==> config.mk <==
export PLATFORM = sky130hd
export DESIGN_NAME = lp_device_flat
export DESIGN_NICKNAME = d
export VERILOG_FILES = /design/src/logic/lp_mode_pkg.sv /design/src/logic/lp_mode_if.sv /design/src/logic/lp_device.sv /design/src/logic/wait_counter.sv /design/src/flat_wrapper.sv
export VERILOG_INCLUDE_DIRS = /design/src /design/src/logic
export SDC_FILE = /design/constraint.sdc
export NUM_CORES = 1
export LEC_CHECK = 0
export ABC_AREA = 1
export BUFFER_PORTS_ARGS = -buffer_cell sky130_fd_sc_hd__buf_2
export CAP_MARGIN = 20
export CORE_UTILIZATION = 58
export DETAILED_ROUTE_END_ITERATION = 10
export PLACE_DENSITY = 0.82
export SLEW_MARGIN = 20
export SYNTH_ARGS = -nofsm -noshare
export SYNTH_HDL_FRONTEND = slang
export SYNTH_HIERARCHICAL = 1
export SYNTH_SLANG_ARGS = --single-unit
==> constraint.sdc <==
create_clock -name sys_clk -period 2.3 [get_ports sys_clk]
set_input_delay 0.46 -clock sys_clk [delete_from_list [all_inputs] [get_ports sys_clk]]
set_output_delay 0.46 -clock sys_clk [all_outputs]
set_load 0.02 [all_outputs]
==> src/logic/lp_mode_defines.svh <==
/*
 * timing counts, key value and register locations for the low-power mode link.
 * assumes a 200 MHz system clock shared by both ends.
 */
`ifndef LP_MODE_DEFINES_SVH
`define LP_MODE_DEFINES_SVH

// ==========================================
// register access
`define UNLOCK_ADDR 8'h05
`define UNLOCK_KEY 8'h69
`define PWRCTL_ADDR 8'h04
`define LIGHT_IDLE_BIT 1
`define DEEP_SLEEP_BIT 0
`define PWRCTL_RESET 8'h00

// ==========================================
// timing, ns and cycles at 5 ns
`define CLK_PERIOD_NS 5
`define CONV_TIME_NS 500
`define CONV_CYCLES ((`CONV_TIME_NS + `CLK_PERIOD_NS - 1) / `CLK_PERIOD_NS)
`define IDLE_WAKE_NS 200
`define IDLE_WAKE_CYCLES ((`IDLE_WAKE_NS + `CLK_PERIOD_NS - 1) / `CLK_PERIOD_NS)
`define DEEP_WAKE_NS 2000
`define DEEP_WAKE_CYCLES ((`DEEP_WAKE_NS + `CLK_PERIOD_NS - 1) / `CLK_PERIOD_NS)
`define CNT_W 12

`endif

==> src/logic/lp_mode_pkg.sv <==
/*
 * types shared by both ends of the low-power mode link.
 * assumes lp_mode_defines.svh for the numbers.
 */
package lp_mode_pkg;
    typedef enum logic [2:0] {
        ST_ACTIVE,
        ST_CONVERT,
        ST_ACQUIRE,
        ST_LIGHT_IDLE,
        ST_DEEP_SLEEP
    } power_state_type;
    typedef logic [7:0] byte_type;
endpackage : lp_mode_pkg

==> src/logic/lp_mode_if.sv <==
/*
 * link between host controller and converter device.
 * assumes one sys_clk for both ends; write strobe is high one cycle per write (key and control writes run back to back).
 */
`timescale 1ns/1ps
interface lp_mode_if;
    logic convert_start_select;
    logic wr_strobe;
    logic [7:0] wr_addr;
    logic [7:0] wr_data;
    logic ready_indicator_pin;
    modport device (
        input convert_start_select,
        input wr_strobe,
        input wr_addr,
        input wr_data,
        output ready_indicator_pin
    );
    modport host (
        output convert_start_select,
        output wr_strobe,
        output wr_addr,
        output wr_data,
        input ready_indicator_pin
    );
endinterface : lp_mode_if

==> src/logic/lp_device.sv <==
/*
 * converter-side low-power mode controller: unlock latch, the two control bits,
 * the power state machine with its conversion and deep-wake timers, and the ready pin.
 * assumes convert_start_select and writes are synchronous to sys_clk.
 * assumes the host keeps the unlock order and both wake times; a select rise
 * inside the deep wake time is not taken as a conversion start.
 */
`timescale 1ns/1ps
`include "lp_mode_defines.svh"
module lp_device (
    input wire logic sys_clk,
    input wire logic resetn,
    lp_mode_if.device link,
    output logic analog_power_on,
    output logic light_idle_mode,
    output logic deep_sleep_mode,
    output logic converting,
    output logic [7:0] reset_power_control_register
);
    import lp_mode_pkg::*;

    // ==========================================
    // register and unlock
    logic unlocked_reg, unlocked_next;
    logic light_idle_enable_reg, light_idle_enable_next;
    logic deep_sleep_request_reg, deep_sleep_request_next;
    logic select_reg;
    logic ready_reg, ready_next;
    logic ctl_write;
    logic key_write;
    logic select_rise;
    logic select_fall;

    assign ctl_write = link.wr_strobe && (link.wr_addr == `PWRCTL_ADDR);
    assign key_write = link.wr_strobe && (link.wr_addr == `UNLOCK_ADDR);
    assign select_rise = link.convert_start_select && !select_reg;
    assign select_fall = !link.convert_start_select && select_reg;

    always_comb begin
        unlocked_next = unlocked_reg;
        light_idle_enable_next = light_idle_enable_reg;
        deep_sleep_request_next = deep_sleep_request_reg;
        // any value other than the key locks the control bits again
        if (key_write) begin
            unlocked_next = (link.wr_data == `UNLOCK_KEY);
        end else if (ctl_write && unlocked_reg) begin
            light_idle_enable_next = link.wr_data[`LIGHT_IDLE_BIT];
            deep_sleep_request_next = link.wr_data[`DEEP_SLEEP_BIT];
        end
    end

    always_ff @(posedge sys_clk or negedge resetn) begin
        if (!resetn) begin
            unlocked_reg <= 1'b0;
            light_idle_enable_reg <= 1'b0;
            deep_sleep_request_reg <= 1'b0;
            select_reg <= 1'b0;
        end else begin
            unlocked_reg <= unlocked_next;
            light_idle_enable_reg <= light_idle_enable_next;
            deep_sleep_request_reg <= deep_sleep_request_next;
            select_reg <= link.convert_start_select;
        end
    end

    // ==========================================
    // power state
    power_state_type state_reg, state_next;
    logic conv_load;
    logic conv_done;
    logic deep_wake_load;
    logic deep_wake_done;
    logic waking_reg, waking_next;
    logic power_on_reg;
    logic power_on_next;
    logic idle_flag_reg;
    logic idle_flag_next;
    logic sleep_flag_reg;
    logic sleep_flag_next;
    logic conv_flag_reg;
    logic conv_flag_next;

    wait_counter conv_timer (
        .sys_clk(sys_clk),
        .resetn(resetn),
        .load(conv_load),
        .value(`CNT_W'(`CONV_CYCLES)),
        .done(conv_done)
    );

    wait_counter deep_wake_timer (
        .sys_clk(sys_clk),
        .resetn(resetn),
        .load(deep_wake_load),
        .value(`CNT_W'(`DEEP_WAKE_CYCLES)),
        .done(deep_wake_done)
    );

    // ==========================================
    // state machine
    always_comb begin
        state_next = state_reg;
        conv_load = 1'b0;
        deep_wake_load = 1'b0;
        // deep wake time runs from the clear of the sleep bit
        waking_next = waking_reg && !deep_wake_done;
        ready_next = ready_reg;
        case (state_reg)
            ST_ACTIVE, ST_ACQUIRE: begin
                ready_next = 1'b1;
                if (select_rise && deep_sleep_request_reg) begin
                    state_next = ST_DEEP_SLEEP;
                end else if (select_rise && waking_reg) begin
                    // analog side still powering up: the rise starts nothing
                    state_next = state_reg;
                end else if (select_rise) begin
                    state_next = ST_CONVERT;
                    conv_load = 1'b1;
                    ready_next = 1'b0;
                end
            end
            ST_CONVERT: begin
                ready_next = 1'b0;
                if (conv_done) begin
                    ready_next = 1'b1;
                    // idle entry uses the pin level at the end of conversion
                    if (light_idle_enable_reg && link.convert_start_select) begin
                        state_next = ST_LIGHT_IDLE;
                    end else begin
                        state_next = ST_ACQUIRE;
                    end
                end
            end
            ST_LIGHT_IDLE: begin
                if (select_fall) begin
                    state_next = ST_ACQUIRE;
                end
            end
            ST_DEEP_SLEEP: begin
                ready_next = 1'b1;
                // clearing the sleep bit is the only way out
                if (!deep_sleep_request_reg) begin
                    state_next = ST_ACTIVE;
                    deep_wake_load = 1'b1;
                    waking_next = 1'b1;
                end
            end
            default: begin
                state_next = ST_ACTIVE;
            end
        endcase
        // flags follow state_next so they line up with state_reg
        power_on_next = (state_next != ST_DEEP_SLEEP);
        idle_flag_next = (state_next == ST_LIGHT_IDLE);
        sleep_flag_next = (state_next == ST_DEEP_SLEEP);
        conv_flag_next = (state_next == ST_CONVERT);
    end

    always_ff @(posedge sys_clk or negedge resetn) begin
        if (!resetn) begin
            state_reg <= ST_ACTIVE;
            waking_reg <= 1'b0;
            ready_reg <= 1'b1;
            power_on_reg <= 1'b1;
            idle_flag_reg <= 1'b0;
            sleep_flag_reg <= 1'b0;
            conv_flag_reg <= 1'b0;
        end else begin
            state_reg <= state_next;
            waking_reg <= waking_next;
            ready_reg <= ready_next;
            power_on_reg <= power_on_next;
            idle_flag_reg <= idle_flag_next;
            sleep_flag_reg <= sleep_flag_next;
            conv_flag_reg <= conv_flag_next;
        end
    end

    // ==========================================
    // outputs
    // registers stay in flip-flops on the always-on side in every state
    assign analog_power_on = power_on_reg;
    assign light_idle_mode = idle_flag_reg;
    assign deep_sleep_mode = sleep_flag_reg;
    assign converting = conv_flag_reg;
    // ready low only while a conversion runs
    assign link.ready_indicator_pin = ready_reg;
    always_comb begin
        reset_power_control_register = `PWRCTL_RESET;
        reset_power_control_register[`LIGHT_IDLE_BIT] = light_idle_enable_reg;
        reset_power_control_register[`DEEP_SLEEP_BIT] = deep_sleep_request_reg;
    end
endmodule : lp_device

==> src/logic/wait_counter.sv <==
/*
 * loadable down counter, done when zero and load is low.
 * assumes load has priority over counting.
 */
`timescale 1ns/1ps
`include "lp_mode_defines.svh"
module wait_counter (
    input wire logic sys_clk,
    input wire logic resetn,
    input wire logic load,
    input wire logic [`CNT_W-1:0] value,
    output logic done
);
    logic [`CNT_W-1:0] cnt_reg;
    logic [`CNT_W-1:0] cnt_next;

    always_comb begin
        cnt_next = cnt_reg;
        if (load) begin
            cnt_next = value;
        end else if (cnt_reg != '0) begin
            cnt_next = cnt_reg - `CNT_W'(1);
        end
    end

    always_ff @(posedge sys_clk or negedge resetn) begin
        if (!resetn) begin
            cnt_reg <= '0;
        end else begin
            cnt_reg <= cnt_next;
        end
    end

    assign done = (cnt_reg == '0) && !load;
endmodule : wait_counter

==> src/flat_wrapper.sv <==
// flat-port wrapper written by rule: the top's interface ports become plain ports
module lp_device_flat import lp_mode_pkg::*;
  (sys_clk, resetn, analog_power_on, light_idle_mode, deep_sleep_mode, converting, reset_power_control_register, link_convert_start_select, link_wr_strobe, link_wr_addr, link_wr_data, link_ready_indicator_pin);
  lp_mode_if link_i ();
  input wire logic sys_clk;
  input wire logic resetn;
  output logic analog_power_on;
  output logic light_idle_mode;
  output logic deep_sleep_mode;
  output logic converting;
  output logic [7:0] reset_power_control_register;
  input wire logic [$bits(link_i.convert_start_select)-1:0] link_convert_start_select;
  input wire logic [$bits(link_i.wr_strobe)-1:0] link_wr_strobe;
  input wire logic [$bits(link_i.wr_addr)-1:0] link_wr_addr;
  input wire logic [$bits(link_i.wr_data)-1:0] link_wr_data;
  output wire logic [$bits(link_i.ready_indicator_pin)-1:0] link_ready_indicator_pin;
  assign link_i.convert_start_select = link_convert_start_select;
  assign link_i.wr_strobe = link_wr_strobe;
  assign link_i.wr_addr = link_wr_addr;
  assign link_i.wr_data = link_wr_data;
  assign link_ready_indicator_pin = link_i.ready_indicator_pin;
  lp_device u_core (.sys_clk(sys_clk), .resetn(resetn), .link(link_i), .analog_power_on(analog_power_on), .light_idle_mode(light_idle_mode), .deep_sleep_mode(deep_sleep_mode), .converting(converting), .reset_power_control_register(reset_power_control_register));
endmodule
==> results.txt <==
Status -> finished, final reports clean
Cell count after synthesis -> 379
Slew Limit Fails -> 0
TritonRoute pass-1 iters -> 4
Area Overhead vs Synth -> 12.59%
# setup viols final -> 0
RR Endpoint -> u_core/waking_reg
Worst setup margin -> 0.4459 ns
Critical Path RT -> 2.47 ns
Share of layout cells above drive strength 1 -> 18.10%
Die height -> 67.83 um
Place WS -> 0.3707 ns
Initial antenna violation count -> 0
Fin. Hold Viols -> 0
Clock transition at path regs -> 0.08 ns
Multi-input gate area in the final layout -> 1341 um2
Via-to-Cell Ratio -> 4.709
Drt drc -> 0
Final wirelength -> 4.820 mm
Clk sink count -> 37
Max-cap check violation count -> 0
Placed cell count -> 473
Total GRT Usage -> 24.47%
Antenna-violating nets left -> 0
Antenna Cells -> 0
Cell row count -> 23
Overall Power -> 0.002504 W
Clock power share -> 18.0%
Pwr/cell area -> 884.6 nW/um2
Avg WL per Cell -> 10.02 um
Static leakage -> 1.651 nW
Final worst path period need -> 1.854 ns
Logic pwr share -> 40.4%
Top fanout value on the critical path -> 14
Cell-internal power -> 0.001435 W
Layout Cells excl Fill -> 481
Via count -> 2265
Clk_skew -> 0.008822 ns
Worst-Margin Slew -> 0.8016 ns
Worst IR Drop VDD -> 489.2 uV
Library cells used by synthesis -> 26
Initial drt markers -> 120
R2r startpoint -> u_core/state_reg[0]
R2r worst-path depth -> 9
Reg-to-reg slack, setup -> 0.45 ns
Tcrit/Tclk final -> 80.61%
Hold Path Class -> primary input to asynchronous set/reset pin
Crit Path Class -> flip-flop to flip-flop
Ys Warns -> 6
Initial Util -> 61.51%
Post-CTS setup buffer count -> 0
Placed wire-length estimate -> 3.673 mm
Placer congestion estimate -> 0.9202
Fillers -> 376
Hold buffer count at CTS -> 0
Total congestion overflow -> 0
Clk_lat worst skew -> 0.29 ns
I/O pins -> 33
TNS Setup -> 0 ns
Syn_area_per_cell -> 6.632 um2
Core area -> 4086 um2
Reg area -> 928.4 um2
Die ar. -> 4601 um2
Seq pwr share -> 41.6%
Post-Synthesis Cell Area -> 2514 um2
First-pass GRT wire length -> 8.362 mm
Critical Path End Type -> flip-flop
Fmax achieved -> 539.3 MHz
Worst setup SP type -> flip-flop
Port bufs -> 26
Switching Power -> 0.001068 W
Max_slew headroom -> 46.56%
Root buffer cell -> clkbuf_8
RSZ-0062 raised after global routing -> no
Vias in the first global route -> 2115
Largest net degree at the start of global routing -> 38
Post-cts sizing count -> 0
Htree depth -> 2
Seq/Total Area, Yosys -> 36.93%
CTS Buffer Depth -> 2
Net switching fraction of the power -> 42.67%
WHS -> 0.2487 ns
Final net count -> 454
Arrival @ worst endpoint -> 2.03 ns
TritonCTS buffer count -> 5
Die X -> 67.83 um
CTS tree -> built
#FFs+latches synth -> 37
kinds of logic (layout without fill, tap and decap cells):
| family | after synthesis | in the layout | synth area share (%) |
|---|---|---|---|
| AO/OA/AOI/OAI | 41 | 41 | 9.010 |
| AND/OR/NAND/NOR | 214 | 214 | 37.88 |
| buffers and inverters | 81 | 105 | 13.89 |
| adder cells (fa/ha/maj) | 4 | 4 | 1.991 |
| other | 2 | 30 | 0.2988 |
| flip-flops | 37 | 37 | 36.93 |
cell usage after synthesis (all sizes together):
cell / number / area (um2)
nand2: 104 / 405.4
nor2: 69 / 294.0
inv: 67 / 251.5
dfrtp: 35 / 875.8
nand3: 28 / 165.2
o21ai: 26 / 145.1
a21oi: 12 / 60.06
buf: 10 / 82.58
or2: 8 / 50.05
clkbuf: 4 / 15.01
ha: 4 / 50.05
nor3: 3 / 25.02
conb: 2 / 7.510
dfstp: 2 / 52.55
nand4: 2 / 12.51
o211ai: 1 / 7.510
o21a: 1 / 7.510
o22ai: 1 / 6.260
power groups by stage:
stage	clock network (W)	logic, W	registers [W]
final	0.000450	0.00101	0.00104
after global routing	0.000493	0.00119	0.00107
after CTS	0.000471	0.00102	0.00104
after detailed placement	0	0.00101	0.00105
after global placement	0	0.000978	0.00104
after floorplan	0	0.000811	0.00102
layout make-up:
| class | instances | share of cell area, % |
|---|---|---|
| Clock inverter | 3 | 0.6189 |
| Clock buffer | 5 | 2.431 |
| Timing Repair Buffer | 30 | 5.659 |
| Multi-Input combinational cell | 289 | 47.39 |
| Tap cell | 50 | 2.210 |
| Sequential cell | 37 | 32.80 |
| Inverter | 67 | 8.886 |
worst max-delay path, cell delays in order, from the launching register on:
cell and delay, ns:
dfrtp_1 0.47, inv_2 0.07, nand3_1 0.11, nor2_1 0.08, inv_2 0.19, nand2_1 0.12, nor3_2 0.23, nand2_2 0.25
inv_1 0.14, o22ai_1 0.08
worst max-delay path by stage:
stage	slack, ns	to	from
floorplan	0.61	u_core/converting	link_convert_start_select
detailed placement	0.37	u_core/converting	link_convert_start_select
global route	0.26	u_core/deep_wake_timer/cnt_reg[0]	u_core/state_reg[1]
CTS	0.45	u_core/waking_reg	u_core/state_reg[0]
finish	0.45	u_core/waking_reg	u_core/state_reg[0]
global placement	0.45	u_core/converting	link_convert_start_select
stage by stage:
| stage | utilization [%] | instance area (um2) |
|---|---|---|
| floorplan | - | 2619 |
| global placement | 67.15 | 2744 |
| detailed placement | 67.15 | 2744 |
| CTS | 69.26 | 2830 |
| global route | 69.26 | 2830 |
| finish | 69.26 | 2830 |
routing by layer:
metal | up-vias | global-route usage (%) | share of wire, %
li1 | 1216 | - | -
met1 | 1007 | 26.27 | 45
met2 | 36 | 46.66 | 50
met3 | 6 | 5.000 | 3.2
met4 | 0 | 8.854 | 1.1
met5 | - | 0 | 0
cell usage in the layout, fill, tap and decap left out, types with 2 or more instances in the layout:
master,count
nand2_1,98
inv_1,64
nor2_1,59
dfrtp_1,35
conb_1,30
buf_2,26
nand3_1,23
o21ai_0,22
a21oi_1,12
nor2_2,8
or2_2,8
nand2_2,6
clkbuf_8,5
nand3_2,5
o21ai_2,4
ha_1,4
buf_4,4
inv_2,3
clkinv_2,2
dfstp_2,2
nor3_2,2
nand4_1,2
nor2_4,2
Note: power is estimated with default switching activity, not from simulation.
